===== src/hdl/nofs_defines.vh =====
// constants for the network output function selector
// assumes inclusion by nofs_selector.v only
`ifndef NOFS_DEFINES_VH
`define NOFS_DEFINES_VH

// geometry
`define NOFS_SLOTS 16
`define NOFS_SEL_W 7
`define NOFS_SRC_W 128

// register byte offsets (wishbone, one word each)
`define NOFS_ADR_SEL_BASE 8'h00
`define NOFS_ADR_SEL_LAST 8'h3c
`define NOFS_ADR_FLAGS 8'h40
`define NOFS_ADR_STATUS 8'h44
`define NOFS_ADR_PINS 8'h48
`define NOFS_ADR_STATES 8'h4c

// selection codes
`define NOFS_CODE_UNUSED 7'h00
`define NOFS_CODE_FWD 7'h01
`define NOFS_CODE_RVS 7'h02
`define NOFS_CODE_HOME 7'h03
`define NOFS_CODE_START 7'h04
`define NOFS_CODE_SSTART 7'h05
`define NOFS_CODE_PJOG 7'h06
`define NOFS_CODE_MJOG 7'h07
`define NOFS_CODE_MS0 7'h08
`define NOFS_CODE_RELEASE 7'h10
`define NOFS_CODE_CON 7'h11
`define NOFS_CODE_STOP 7'h12
`define NOFS_CODE_GFLAG0 7'h20
`define NOFS_CODE_DSEL0 7'h30
`define NOFS_CODE_PLS 7'h3c
`define NOFS_CODE_MLS 7'h3d
`define NOFS_CODE_HOMES 7'h3e
`define NOFS_CODE_SLIT 7'h3f
`define NOFS_CODE_ALARM 7'h41
`define NOFS_CODE_WARN 7'h42
`define NOFS_CODE_READY 7'h43
`define NOFS_CODE_MOVE 7'h44
`define NOFS_CODE_DONE 7'h45
`define NOFS_CODE_HOMEP 7'h46
`define NOFS_CODE_TORQUE 7'h47
`define NOFS_CODE_TIMING 7'h48
`define NOFS_CODE_AREA_WINDOW_FLAG_1 7'h49
`define NOFS_CODE_AREA_WINDOW_FLAG_2 7'h4a
`define NOFS_CODE_AREA_WINDOW_FLAG_3 7'h4b
`define NOFS_CODE_BUSY 7'h50
`define NOFS_CODE_POWER 7'h52

// reset selection per slot
`define NOFS_RST_SEL0 7'h30
`define NOFS_RST_SEL1 7'h31
`define NOFS_RST_SEL2 7'h32
`define NOFS_RST_SEL3 7'h04
`define NOFS_RST_SEL4 7'h46
`define NOFS_RST_SEL5 7'h43
`define NOFS_RST_SEL6 7'h42
`define NOFS_RST_SEL7 7'h41
`define NOFS_RST_SEL8 7'h50
`define NOFS_RST_SEL9 7'h49
`define NOFS_RST_SEL10 7'h4a
`define NOFS_RST_SEL11 7'h4b
`define NOFS_RST_SEL12 7'h48
`define NOFS_RST_SEL13 7'h44
`define NOFS_RST_SEL14 7'h45
`define NOFS_RST_SEL15 7'h47

// other reset values
`define NOFS_RST_FLAGS 16'h0000
`define NOFS_RST_STATUS 16'h0000

`endif


===== src/hdl/nofs_selector.v =====
// network output function selector: sixteen selectable status bits
// assumes a classic wishbone master on clk_i; pin inputs asynchronous,
// driver state inputs from logic on clk_i
//
// Register access over Wishbone and the placing of the registers are this design's own decisions.
`timescale 1ns/1ps
`default_nettype none
`include "nofs_defines.vh"

// Function
// - sixteen slots, each with own selection code
// - code zero means unused slot
// - codes 1-7 echo command inputs
// - codes 8-13 echo direct select inputs
// - codes 16-18 echo release, current-on, stop
// - codes 32-47 give general flags 0-15
// - codes 48-53 echo data select inputs
// - codes 60-63 echo limit and sensor inputs
// - code 65 carries alarm state
// - code 66 carries warning state
// - code 67 carries ready state
// - code 68 carries motor moving state
// - code 69 carries positioning done state
// - code 70 carries home position state
// - code 71 carries torque limit state
// - code 72 carries shaft timing pulse
// - codes 73-75 carry area windows 1-3
// - code 80 carries internal busy state
// - code 82 carries main power state
// - every bit active high
// - reset codes 48,49,50,4,70,67,66,65,80,73,74,75,72,68,69,71
module nofs_selector (
	input wire clk_i,
	input wire rst_i,
	input wire ce_i,
	// wishbone slave
	input wire wb_cyc_i,
	input wire wb_stb_i,
	input wire wb_we_i,
	input wire [7:0] wb_adr_i,
	input wire [3:0] wb_sel_i,
	input wire [31:0] wb_dat_i,
	output wire [31:0] wb_dat_o,
	output wire wb_ack_o,
	// command pins
	input wire forward_cmd_i,
	input wire reverse_cmd_i,
	input wire homing_cmd_i,
	input wire start_cmd_i,
	input wire sequential_start_i,
	input wire plus_jog_i,
	input wire minus_jog_i,
	input wire [5:0] direct_select_i,
	input wire motor_release_i,
	input wire current_on_i,
	input wire stop_cmd_i,
	input wire [5:0] data_select_i,
	// sensor pins
	input wire plus_limit_i,
	input wire minus_limit_i,
	input wire home_sensor_i,
	input wire slit_sensor_i,
	// driver states, same clock
	input wire alarm_flag_i,
	input wire warning_flag_i,
	input wire ready_flag_i,
	input wire moving_flag_i,
	input wire position_done_flag_i,
	input wire home_position_flag_i,
	input wire torque_limit_flag_i,
	input wire shaft_timing_pulse_i,
	input wire area_window_flag_1_i,
	input wire area_window_flag_2_i,
	input wire area_window_flag_3_i,
	input wire internal_busy_flag_i,
	input wire main_power_flag_i,
	// network status bits
	output wire [15:0] network_status_o
);

	localparam PIN_W = 26;
	localparam STATE_W = 13;

	// address hit on one word
	function adr_hit;
		input [7:0] adr;
		input [7:0] base;
		begin
			adr_hit = (adr[7:2] == base[7:2]);
		end
	endfunction

	// slot window hit
	function sel_hit;
		input [7:0] adr;
		begin
			sel_hit = (adr[7:2] <= `NOFS_ADR_SEL_LAST >> 2);
		end
	endfunction

	// reset code of one slot
	function [6:0] rst_code;
		input [3:0] idx;
		begin
			case (idx)
				4'h0: rst_code = `NOFS_RST_SEL0;
				4'h1: rst_code = `NOFS_RST_SEL1;
				4'h2: rst_code = `NOFS_RST_SEL2;
				4'h3: rst_code = `NOFS_RST_SEL3;
				4'h4: rst_code = `NOFS_RST_SEL4;
				4'h5: rst_code = `NOFS_RST_SEL5;
				4'h6: rst_code = `NOFS_RST_SEL6;
				4'h7: rst_code = `NOFS_RST_SEL7;
				4'h8: rst_code = `NOFS_RST_SEL8;
				4'h9: rst_code = `NOFS_RST_SEL9;
				4'ha: rst_code = `NOFS_RST_SEL10;
				4'hb: rst_code = `NOFS_RST_SEL11;
				4'hc: rst_code = `NOFS_RST_SEL12;
				4'hd: rst_code = `NOFS_RST_SEL13;
				4'he: rst_code = `NOFS_RST_SEL14;
				default: rst_code = `NOFS_RST_SEL15;
			endcase
		end
	endfunction

	// pin inputs gathered for synchronising
	wire [PIN_W-1:0] pin_raw;
	assign pin_raw = {
		slit_sensor_i,
		home_sensor_i,
		minus_limit_i,
		plus_limit_i,
		data_select_i[5],
		data_select_i[4],
		data_select_i[3],
		data_select_i[2],
		data_select_i[1],
		data_select_i[0],
		stop_cmd_i,
		current_on_i,
		motor_release_i,
		direct_select_i[5],
		direct_select_i[4],
		direct_select_i[3],
		direct_select_i[2],
		direct_select_i[1],
		direct_select_i[0],
		minus_jog_i,
		plus_jog_i,
		sequential_start_i,
		start_cmd_i,
		homing_cmd_i,
		reverse_cmd_i,
		forward_cmd_i
	};

	// driver states gathered
	wire [STATE_W-1:0] state_vec;
	assign state_vec = {
		main_power_flag_i,
		internal_busy_flag_i,
		area_window_flag_3_i,
		area_window_flag_2_i,
		area_window_flag_1_i,
		shaft_timing_pulse_i,
		torque_limit_flag_i,
		home_position_flag_i,
		position_done_flag_i,
		moving_flag_i,
		ready_flag_i,
		warning_flag_i,
		alarm_flag_i
	};

	reg [PIN_W-1:0] pin_meta_reg;
	reg [PIN_W-1:0] pin_sync_reg;
	reg [6:0] sel_reg [0:15];
	reg [15:0] flags_reg;
	reg [15:0] status_reg;
	reg [15:0] status_next;
	reg [127:0] src_next;
	reg ack_reg;
	reg [31:0] dat_reg;
	reg [31:0] dat_next;

	// synchronised pin fields
	wire [6:0] cmd_s;
	wire [5:0] ms_s;
	wire [2:0] ctl_s;
	wire [5:0] dsel_s;
	wire [3:0] sens_s;
	assign cmd_s = pin_sync_reg[6:0];
	assign ms_s = pin_sync_reg[12:7];
	assign ctl_s = pin_sync_reg[15:13];
	assign dsel_s = pin_sync_reg[21:16];
	assign sens_s = pin_sync_reg[25:22];

	// bus request decode
	wire req;
	wire wr_en;
	assign req = wb_cyc_i & wb_stb_i & ~ack_reg;
	assign wr_en = req & wb_we_i;
	wire slot_wr;
	wire flags_wr;
	assign slot_wr = wr_en & wb_sel_i[0] & sel_hit(wb_adr_i);
	assign flags_wr = wr_en & adr_hit(wb_adr_i, `NOFS_ADR_FLAGS);

	// two-stage pin synchroniser
	always @(posedge clk_i) begin
		if (rst_i) begin
			pin_meta_reg <= {PIN_W{1'b0}};
			pin_sync_reg <= {PIN_W{1'b0}};
		end else if (ce_i) begin
			pin_meta_reg <= pin_raw;
			pin_sync_reg <= pin_meta_reg;
		end
	end

	// selection registers, one per slot
	always @(posedge clk_i) begin
		if (rst_i) begin
			sel_reg[0] <= rst_code(4'h0);
			sel_reg[1] <= rst_code(4'h1);
			sel_reg[2] <= rst_code(4'h2);
			sel_reg[3] <= rst_code(4'h3);
			sel_reg[4] <= rst_code(4'h4);
			sel_reg[5] <= rst_code(4'h5);
			sel_reg[6] <= rst_code(4'h6);
			sel_reg[7] <= rst_code(4'h7);
			sel_reg[8] <= rst_code(4'h8);
			sel_reg[9] <= rst_code(4'h9);
			sel_reg[10] <= rst_code(4'ha);
			sel_reg[11] <= rst_code(4'hb);
			sel_reg[12] <= rst_code(4'hc);
			sel_reg[13] <= rst_code(4'hd);
			sel_reg[14] <= rst_code(4'he);
			sel_reg[15] <= rst_code(4'hf);
		end else if (ce_i) begin
			if (slot_wr) begin
				sel_reg[wb_adr_i[5:2]] <= wb_dat_i[6:0];
			end
		end
	end

	// general-purpose flags register
	always @(posedge clk_i) begin
		if (rst_i) begin
			flags_reg <= `NOFS_RST_FLAGS;
		end else if (ce_i) begin
			if (flags_wr) begin
				if (wb_sel_i[0]) begin
					flags_reg[7:0] <= wb_dat_i[7:0];
				end
				if (wb_sel_i[1]) begin
					flags_reg[15:8] <= wb_dat_i[15:8];
				end
			end
		end
	end

	// source table indexed by selection code
	always @* begin
		src_next = {`NOFS_SRC_W{1'b0}};
		src_next[`NOFS_CODE_FWD] = cmd_s[0];
		src_next[`NOFS_CODE_RVS] = cmd_s[1];
		src_next[`NOFS_CODE_HOME] = cmd_s[2];
		src_next[`NOFS_CODE_START] = cmd_s[3];
		src_next[`NOFS_CODE_SSTART] = cmd_s[4];
		src_next[`NOFS_CODE_PJOG] = cmd_s[5];
		src_next[`NOFS_CODE_MJOG] = cmd_s[6];
		src_next[`NOFS_CODE_MS0 + 0] = ms_s[0];
		src_next[`NOFS_CODE_MS0 + 1] = ms_s[1];
		src_next[`NOFS_CODE_MS0 + 2] = ms_s[2];
		src_next[`NOFS_CODE_MS0 + 3] = ms_s[3];
		src_next[`NOFS_CODE_MS0 + 4] = ms_s[4];
		src_next[`NOFS_CODE_MS0 + 5] = ms_s[5];
		src_next[`NOFS_CODE_DSEL0 + 0] = dsel_s[0];
		src_next[`NOFS_CODE_DSEL0 + 1] = dsel_s[1];
		src_next[`NOFS_CODE_DSEL0 + 2] = dsel_s[2];
		src_next[`NOFS_CODE_DSEL0 + 3] = dsel_s[3];
		src_next[`NOFS_CODE_DSEL0 + 4] = dsel_s[4];
		src_next[`NOFS_CODE_DSEL0 + 5] = dsel_s[5];
		src_next[`NOFS_CODE_RELEASE] = ctl_s[0];
		src_next[`NOFS_CODE_CON] = ctl_s[1];
		src_next[`NOFS_CODE_STOP] = ctl_s[2];
		src_next[`NOFS_CODE_GFLAG0 + 0] = flags_reg[0];
		src_next[`NOFS_CODE_GFLAG0 + 1] = flags_reg[1];
		src_next[`NOFS_CODE_GFLAG0 + 2] = flags_reg[2];
		src_next[`NOFS_CODE_GFLAG0 + 3] = flags_reg[3];
		src_next[`NOFS_CODE_GFLAG0 + 4] = flags_reg[4];
		src_next[`NOFS_CODE_GFLAG0 + 5] = flags_reg[5];
		src_next[`NOFS_CODE_GFLAG0 + 6] = flags_reg[6];
		src_next[`NOFS_CODE_GFLAG0 + 7] = flags_reg[7];
		src_next[`NOFS_CODE_GFLAG0 + 8] = flags_reg[8];
		src_next[`NOFS_CODE_GFLAG0 + 9] = flags_reg[9];
		src_next[`NOFS_CODE_GFLAG0 + 10] = flags_reg[10];
		src_next[`NOFS_CODE_GFLAG0 + 11] = flags_reg[11];
		src_next[`NOFS_CODE_GFLAG0 + 12] = flags_reg[12];
		src_next[`NOFS_CODE_GFLAG0 + 13] = flags_reg[13];
		src_next[`NOFS_CODE_GFLAG0 + 14] = flags_reg[14];
		src_next[`NOFS_CODE_GFLAG0 + 15] = flags_reg[15];
		src_next[`NOFS_CODE_PLS] = sens_s[0];
		src_next[`NOFS_CODE_MLS] = sens_s[1];
		src_next[`NOFS_CODE_HOMES] = sens_s[2];
		src_next[`NOFS_CODE_SLIT] = sens_s[3];
		src_next[`NOFS_CODE_ALARM] = alarm_flag_i;
		src_next[`NOFS_CODE_WARN] = warning_flag_i;
		src_next[`NOFS_CODE_READY] = ready_flag_i;
		src_next[`NOFS_CODE_MOVE] = moving_flag_i;
		src_next[`NOFS_CODE_DONE] = position_done_flag_i;
		src_next[`NOFS_CODE_HOMEP] = home_position_flag_i;
		src_next[`NOFS_CODE_TORQUE] = torque_limit_flag_i;
		src_next[`NOFS_CODE_TIMING] = shaft_timing_pulse_i;
		src_next[`NOFS_CODE_AREA_WINDOW_FLAG_1] = area_window_flag_1_i;
		src_next[`NOFS_CODE_AREA_WINDOW_FLAG_2] = area_window_flag_2_i;
		src_next[`NOFS_CODE_AREA_WINDOW_FLAG_3] = area_window_flag_3_i;
		src_next[`NOFS_CODE_BUSY] = internal_busy_flag_i;
		src_next[`NOFS_CODE_POWER] = main_power_flag_i;
	end

	// per-slot selection, active high
	always @* begin
		status_next = `NOFS_RST_STATUS;
		status_next[0] = src_next[sel_reg[0]];
		status_next[1] = src_next[sel_reg[1]];
		status_next[2] = src_next[sel_reg[2]];
		status_next[3] = src_next[sel_reg[3]];
		status_next[4] = src_next[sel_reg[4]];
		status_next[5] = src_next[sel_reg[5]];
		status_next[6] = src_next[sel_reg[6]];
		status_next[7] = src_next[sel_reg[7]];
		status_next[8] = src_next[sel_reg[8]];
		status_next[9] = src_next[sel_reg[9]];
		status_next[10] = src_next[sel_reg[10]];
		status_next[11] = src_next[sel_reg[11]];
		status_next[12] = src_next[sel_reg[12]];
		status_next[13] = src_next[sel_reg[13]];
		status_next[14] = src_next[sel_reg[14]];
		status_next[15] = src_next[sel_reg[15]];
	end

	// registered slot outputs
	always @(posedge clk_i) begin
		if (rst_i) begin
			status_reg <= `NOFS_RST_STATUS;
		end else if (ce_i) begin
			status_reg <= status_next;
		end
	end

	// read data mux, unmapped reads zero
	always @* begin
		dat_next = 32'h00000000;
		if (sel_hit(wb_adr_i)) begin
			dat_next[6:0] = sel_reg[wb_adr_i[5:2]];
		end else if (adr_hit(wb_adr_i, `NOFS_ADR_FLAGS)) begin
			dat_next[15:0] = flags_reg;
		end else if (adr_hit(wb_adr_i, `NOFS_ADR_STATUS)) begin
			dat_next[15:0] = status_reg;
		end else if (adr_hit(wb_adr_i, `NOFS_ADR_PINS)) begin
			dat_next[PIN_W-1:0] = pin_sync_reg;
		end else if (adr_hit(wb_adr_i, `NOFS_ADR_STATES)) begin
			dat_next[STATE_W-1:0] = state_vec;
		end
	end

	// bus answer, one cycle after the request
	always @(posedge clk_i) begin
		if (rst_i) begin
			ack_reg <= 1'b0;
			dat_reg <= 32'h00000000;
		end else if (ce_i) begin
			ack_reg <= req;
			if (req && !wb_we_i) begin
				dat_reg <= dat_next;
			end
		end
	end

	assign wb_ack_o = ack_reg;
	assign wb_dat_o = dat_reg;
	assign network_status_o = status_reg;

endmodule // nofs_selector
`default_nettype wire


===== config.mk =====
export PLATFORM = sky130hd
export DESIGN_NAME = nofs_selector
export DESIGN_NICKNAME = d
export VERILOG_FILES = /design/src/hdl/nofs_selector.v
export VERILOG_INCLUDE_DIRS = /design/src /design/src/hdl
export SDC_FILE = /design/constraint.sdc
export NUM_CORES = 1
export LEC_CHECK = 0
export BUFFER_PORTS_ARGS = -buffer_cell sky130_fd_sc_hd__buf_2
export CELL_PAD_IN_SITES_DETAIL_PLACEMENT = 0
export CELL_PAD_IN_SITES_GLOBAL_PLACEMENT = 1
export CORE_MARGIN = 4
export CORE_UTILIZATION = 50
export DETAILED_ROUTE_END_ITERATION = 10
export PLACE_DENSITY = 0.8
export SLEW_MARGIN = 25
export SYNTH_ARGS = -nofsm -noshare
export SYNTH_HDL_FRONTEND = slang
export SYNTH_SLANG_ARGS = --single-unit

===== constraint.sdc =====
create_clock -name clk_i -period 2.6 [get_ports clk_i]
set_clock_uncertainty 0.05 [all_clocks]
set_input_delay 0.26 -clock clk_i [delete_from_list [all_inputs] [get_ports clk_i]]
set_output_delay 0.26 -clock clk_i [all_outputs]
set_load 0.02 [all_outputs]

# Word-level counts from Yosys, hierarchy flattened
# Memories as Yosys holds them, arrays and structs flattened.
# Index checks and enable logic that the tools add are counted.
[word_totals] in_bits=89 memories=1 regBits=111 ram_bits=112 wordCells=92
[classes] mux=50 n_lt_le_gt_ge=17 eq_ne=4 reduce_logical=6 bitwise=7
[mem_list] memory="sel_reg" depth=16 width=7 rd=17 rd_clocked_by_memory_dff=0 wr=16 line="nofs_selector.v:177" text="reg [6:0] sel_reg [0:15];"
[ops] operator="$lt 7x8->1 const B" n=16
[ops] operator="$bmux 1 s7" n=16
[ops] operator="$mux 13" n=3
[ops] operator="$mux 16" n=2
[ops] operator="$eq 6x5->1 const B" n=4
[ops] operator="$mux 1" n=23
[ops] operator="$mux 10" n=2
[ops] operator="$mux 19" n=1
[ops] operator="$mux 7" n=2
[ops] operator="$reduce_or 7->1" n=1
[ops] operator="$and 1x1->1" n=6
[ops] operator="$le 6x4->1 const B" n=1
[ops] operator="$reduce_and 3->1" n=2
[ops] operator="$mux 4" n=1
[ops] operator="$reduce_and 2->1" n=1
[ops] operator="$logic_and 1x1->1" n=1
[ops] operator="$logic_not 1->1" n=1
[ops] operator="$not 1->1" n=1

# Depth between registers and ports, before layout
# Gate-level depths: netlist of the first run.
[depth] ltp_word=11 depth_mapped=8

# Worst setup path before layout of the first run
# No wires, ideal clock.
[synth_path] path_kind="register to register" startpoint="register ack_reg (netlist: wb_ack_o)" endpoint="memory sel_reg[2][0] (enable)" arrival_ns=1.775 path_stages_with_launch=8 slack_ns=0.507 required_ns=2.282 path_cell_list="dfxtp_1 > and4b_1 > buf_2 > and4_1 > nand2_1 > clkbuf_1 > nor2_1 > or2_2"
[synth_rtl] element="start: declaration" line="nofs_selector.v:182" text="reg ack_reg;"
[synth_rtl] element="start signal: assignment" line="nofs_selector.v:373" text="ack_reg <= req;"
[synth_rtl] element="end: declaration" line="nofs_selector.v:177"

==> results of run 1 <==
==> cell families (layout without fill, tap and decap cells) <==
group / count (synthesis) / count (layout)
other cells: 1 / 8
simple gates: 576 / 576
mux: 411 / 411
flops: 223 / 223
buf+inv: 278 / 374
compound gates: 266 / 266
==> stage by stage <==
stage | power, mW | utilization | instance area [µm²] | setup slack (ps)
floorplan | 4.858 | - | 18520 | 506.8
global placement | 5.398 | 0.5409 | 19760 | 204.0
detailed placement | 5.420 | 0.5409 | 19760 | 158.1
CTS | 9.226 | 0.5749 | 21000 | 137.0
global route | 9.487 | 0.5749 | 21000 | 1.047
finish | 9.247 | 0.5750 | 21000 | -35.81
==> worst paths after layout <==
check | startpoint | to | slack, ps | depth (start not counted)
worst min register to register | pin_meta_reg[22]$_SDFFE_PP0P_ | pin_meta_reg[22]$_SDFFE_PP0P_ | 450 | 2
worst min-delay path | rst_i | wb_ack_o$_SDFFE_PP0P_ | 180 | 3
worst max register to register | sel_reg[10][1]$_SDFFCE_PN1P_ | network_status_o[10]$_SDFFE_PP0P_ | -40 | 5
worst max-delay path | sel_reg[10][1]$_SDFFCE_PN1P_ | network_status_o[10]$_SDFFE_PP0P_ | -40 | 5
==> what timing repair did <==
item	4_1_cts	5_1_grt
hold buffers	35	0
setup buffers	0	0
endpoints found under the hold margin	35	0
==> power by group <==
part           switching [mW]  internal, mW
registers               0.216          3.79
clock network            1.57          2.22
logic                   0.831         0.618
==> layout by cell type (no fill, tap or decap), types with 23 or more instances in the layout <==
cell type      synthesis  routed
buf_4                  7     132
nand3b_1              25      25
nor3_1                29      29
o21ai_0               24      24
nor2_1               165     165
nand2b_1              26      26
clkbuf_16              0      28
nand3_1               34      34
or3_1                 45      45
o2111ai_1             26      26
nand2_1               50      50
inv_1                 44      44
buf_2                 66     109
mux2i_1              174     174
mux4_2               192     192
edfxtp_1             112     112
a22oi_1               31      31
mux2_2                41      41
dlygate4sd3_1          0      35
nor2b_1               23      23
and2_1                70      70
a21oi_1               41      41
dfxtp_1              111     111
==> worst max-delay path: cells and delay by family, from the launching register on <==
kind | cells | cell delay, ps
muxes | 1 | 400
DFF | 1 | 760
AOI/OAI and AO/OA | 2 | 870
and+or+nand+nor | 2 | 390
==> layer usage <==
metal | GRT usage | vias up | wire length (µm)
li1 | - | 6956 | -
met1 | 0.4753 | 8317 | 26940
met2 | 0.5102 | 1482 | 30710
met3 | 0.1166 | 352 | 11230
met4 | 0.2148 | 2 | 5568
met5 | 0.01071 | - | 67
==> layout make-up <==
class                           instances  area [µm²]  area share
Tap cell                              468       585.6     0.02788
Sequential cell                       223        5585      0.2660
Antenna cell                            2       5.005   0.0002383
Timing Repair Buffer                  282        2007     0.09557
Inverter                               44       165.2    0.007865
Clock inverter                          8       93.84    0.004469
Multi-Input combinational cell       1259       11760      0.5601
Clock buffer                           40       795.8     0.03789
==> flow_metrics.env, run 1 <==
export IMPL_synth_area_um2=18510
export IMPL_first_pass_iters=6
export IMPL_synth_compound_area_frac=0.1066
export IMPL_irDropWorstVdd_v=0.0004600
export IMPL_setup_viol=1
export IMPL_fmaxAchievable_mhz=379.4
export IMPL_hold_ws_ps=179.5
export IMPL_synthFlopType="edfxtp_1"
export IMPL_ys_types=76
export IMPL_startpoint_type="flop"
export IMPL_nets=1925
export IMPL_leakagePower_nw=7.966
export IMPL_critPathArrivalTime_ps=3000
export IMPL_cts_root_buf="clkbuf_16"
export IMPL_drive_above_1_share=0.2985
export IMPL_drt_iter0_drc=2396
export IMPL_ys_warn_count=0
export IMPL_status="finished with violations"
export IMPL_path_cells="mux4_2, nor2b_1, a2111oi_0, or4_1, a311oi_2"
export IMPL_fillCellCount=3093
export IMPL_cp_required_ps=2960
export IMPL_place_congestion=1.002
export IMPL_maxCapViolations=0
export IMPL_hold_class="in2reg"
export IMPL_synth_fa_ha_area_frac=0
export IMPL_core_rowCount=70
export IMPL_synth_xor_area_frac=0
export IMPL_ys_top_cells_by_area="mux4_2 (23%), edfxtp_1 (18%), dfxtp_1 (12%)"
export IMPL_synth_top_family_by_area="multiplexers"
export IMPL_drc_errors=0
export IMPL_area_growth_pct=13.48
export IMPL_ys_ff_latch=223
export IMPL_fin_setup_tns_ps=-35.81
export IMPL_grt_max_degree=139
export IMPL_clk_insertion_delay_late_ps=570
export IMPL_post_synth_top_count_cell="mux4_2"
export IMPL_viasPerCell=7.356
export IMPL_drv_slew=0
export IMPL_antenna_found_initial=2
export IMPL_violations="setup timing"
export IMPL_synth_edff_count=112
export IMPL_rsz0062_at_grt="false"
export IMPL_numClockSinks=223
export IMPL_end_kind="flop"
export IMPL_async_flop_share=0
export IMPL_cts_htree_levels=1
export IMPL_start_util=0.5067
export IMPL_worst_path_max_delay_cell="a2111oi_0"
export IMPL_ios=138
export IMPL_synth_simple_area_share=0.1694
export IMPL_core_area_um2=36520
export IMPL_grt_pass1_vias=16470
export IMPL_clockBufferDepth=3
export IMPL_pwr_density_cell_nw_per_um2=440.3
export IMPL_synth_commonest_cells="mux4_2 (192), mux2i_1 (174), nor2_1 (165)"
export IMPL_setup_ws_ps=-35.81
export IMPL_max_slew_margin=0.2705
export IMPL_cts_buffers=26
export IMPL_crit_fanout=15
export IMPL_numPortBuffers=111
export IMPL_min_period_over_period=1.014
export IMPL_die_x_um=200.4
export IMPL_critPathMaxStageDelay_ps=790
export IMPL_antenna_left=0
export IMPL_yosys_area_top_type="mux4_2"
export IMPL_synthMuxAreaShare=0.3584
export IMPL_place_inst=2241
export IMPL_final_cell_count_no_fill=2326
export IMPL_grtUsageTotal=0.3576
export IMPL_die_area_um2=40150
export IMPL_vias=17110
export IMPL_cts_clk_slew_worst_paths_ps=60
export IMPL_die_h_um=200.4
export IMPL_tightestPinTransition_ps=1093
export IMPL_syn_avg_cell_area_um2=10.54
export IMPL_ys_seq_area_frac=0.3018
export IMPL_drt_wl_total_um=74520
export IMPL_hold_violations=0
export IMPL_grt_first_pass_wirelength_um=108600
export IMPL_wl_per_cell_um=32.04
export IMPL_post_route_min_period_ps=2636
export IMPL_tritoncts="yes"
export IMPL_path_class="reg2reg"
export IMPL_synthCells=1755
export IMPL_yosysTopAreaCellShare=0.2337
export IMPL_hpwl_um=47090
export IMPL_largest_reg_flops=112
export IMPL_grt_overflow=0
export IMPL_cts_resized_gates=0
Power figures use the tool's default switching activity.
==> run 2: changes to the inputs <==
--- a/config.mk
+++ b/config.mk
@@ -10,5 +10,5 @@
 export CELL_PAD_IN_SITES_DETAIL_PLACEMENT = 0
 export CELL_PAD_IN_SITES_GLOBAL_PLACEMENT = 1
-export CORE_MARGIN = 4
+export CORE_MARGIN = 8
 export CORE_UTILIZATION = 50
 export DETAILED_ROUTE_END_ITERATION = 10
--- a/constraint.sdc
+++ b/constraint.sdc
@@ -3,3 +3,3 @@
 set_input_delay 0.26 -clock clk_i [delete_from_list [all_inputs] [get_ports clk_i]]
 set_output_delay 0.26 -clock clk_i [all_outputs]
-set_load 0.02 [all_outputs]
+set_load 0.01 [all_outputs]
==> flow_metrics.env, run 2 (synthesis gave the netlist of run 1 again) <==
export IMPL_status="finished clean"
export IMPL_start_util=0.5067
export IMPL_fmaxAchievable_mhz=419.9
export IMPL_ios=138
export IMPL_hold_violations=0
export IMPL_post_cts_setup_buffers=0
export IMPL_irDropWorstVdd_v=0.0004082
export IMPL_critPathMaxStageDelay_ps=720
export IMPL_hp_start="rst_i"
export IMPL_maxCapViolations=0
export IMPL_post_route_util=0.5797
export IMPL_area_growth_pct=14.40
export IMPL_end_kind="flop"
export IMPL_max_slew_margin=0.4273
export IMPL_cts_htree_levels=1
export IMPL_hold_class="in2reg"
export IMPL_worst_path_max_delay_cell="mux4_1"
export IMPL_final_common_cell="mux4_2"
export IMPL_die_x_um=208.4
export IMPL_antenna_left=0
export IMPL_nets=1925
export IMPL_grt_first_pass_wirelength_um=108300
export IMPL_first_pass_iters=6
export IMPL_tritoncts="yes"
export IMPL_cts_buffers=27
export IMPL_fin_setup_tns_ps=0
export IMPL_critPathArrivalTime_ps=2760
export IMPL_startpoint_type="flop"
export IMPL_core_rowCount=70
export IMPL_drv_slew=0
export IMPL_antenna_found_initial=7
export IMPL_rsz0062_at_grt="false"
export IMPL_largest_reg_flops=112
export IMPL_crit_fanout=4
export IMPL_die_area_um2=43420
export IMPL_crit_buf_inv=1
export IMPL_post_route_min_period_ps=2382
export IMPL_grt_pass1_vias=16460
export IMPL_clk_insertion_delay_late_ps=570
export IMPL_hold_depth=3
export IMPL_numPortBuffers=111
export IMPL_numClockSinks=223
export IMPL_die_h_um=208.4
export IMPL_cts_resized_gates=0
export IMPL_vias=17050
export IMPL_r2r_end="network_status_o[10]$_SDFFE_PP0P_"
export IMPL_cts_clk_slew_worst_paths_ps=70
export IMPL_hold_ws_ps=173.7
export IMPL_drt_wl_total_um=73970
export IMPL_grtUsageTotal=0.3320
export IMPL_drive_above_1_share=0.3010
export IMPL_cpLargestDelayFamily="multiplexers"
export IMPL_clockBufferDepth=3
export IMPL_place_congestion=1.008
export IMPL_core_area_um2=36520
export IMPL_cp_required_ps=2980
export IMPL_viasPerCell=7.327
export IMPL_final_cell_mix="mux4_2 (192), mux2i_1 (174), nor2_1 (165), buf_4 (128), edfxtp_1 (112)"
export IMPL_drc_errors=0
export IMPL_hpwl_um=46580
export IMPL_worst_r2r_path_depth=5
export IMPL_grt_overflow=0
export IMPL_grt_max_degree=139
export IMPL_setup_viol=0
export IMPL_pwr_density_cell_nw_per_um2=461.3
export IMPL_path_cells="mux4_1, a2111oi_0, buf_4, or4_1, a311oi_2"
export IMPL_leakagePower_nw=8.053
export IMPL_hold_end="flags_reg[4]$_SDFFE_PP0P_"
export IMPL_cts_root_buf="clkbuf_16"
export IMPL_drt_iter0_drc=2881
export IMPL_total_power_mw=9.765
export IMPL_r2r_start="sel_reg[10][0]$_SDFFCE_PN0P_"
export IMPL_tightestPinTransition_ps=857.9
export IMPL_reg2reg_setup_slack_ps=220
export IMPL_min_period_over_period=0.9160
export IMPL_path_class="reg2reg"
export IMPL_wl_per_cell_um=31.79
run 2: worst min-delay path, cell delays in order:
cell	delay (ps)
buf_4	120
buf_12	230
nor2_1	140
run 2: power by group:
group	total [mW]	switching [mW]	internal [mW]
combinational	1.44	0.814	0.622
sequential	3.99	0.203	3.79
clock	4.34	1.66	2.68
run 2: cell type report:
class	instances	area [µm²]
multi-input cells	1259	11760
flip-flops and latches	223	5585
fillers	3082	15350
repair buffers	281	2037
diodes	2	5.005
clock buffers	37	839.6
well taps	468	585.6
clock inverters	13	190.2
inverters	44	165.2
run 2: per-stage QoR:
stage	worst slack [ps]	instances	cell area [µm²]
after floorplan	587.4	1760	18520
after global placement	298.6	2240	19790
after detailed placement	284.9	2240	19790
after CTS	281.9	2325	21170
after global routing	107.2	2325	21170
final	218.5	2327	21170
run 2: routing by layer:
layer | share of wire | track usage
met1 | 0.35 | 0.4218
met4 | 0.075 | 0.2181
met2 | 0.41 | 0.4690
met3 | 0.16 | 0.1225
met5 | 0.00077 | 0
run 2: worst max path at each step:
stage,cells after the start,slack [ps],endpoint,start
2_1_floorplan,7,590,sel_reg[2][0]$_SDFFCE_PN0P_,wb_ack_o$_SDFFE_PP0P_
5_1_grt,6,110,network_status_o[9]$_SDFFE_PP0P_,sel_reg[9][1]$_SDFFCE_PN0P_
3_3_place_gp,5,300,network_status_o[3]$_SDFFE_PP0P_,sel_reg[3][0]$_SDFFCE_PN0P_
6_report,5,220,network_status_o[10]$_SDFFE_PP0P_,sel_reg[10][0]$_SDFFCE_PN0P_
3_5_place_dp,5,280,sel_reg[3][0]$_SDFFCE_PN0P_,wb_adr_i[3]
4_1_cts,5,280,network_status_o[3]$_SDFFE_PP0P_,sel_reg[3][0]$_SDFFCE_PN0P_
run 2: repair_timing:
item / 4_1_cts / 5_1_grt
hold endpoints to repair: 35 / 0
hold buffers: 35 / 0
endpoints found under the setup margin: 0 / 0
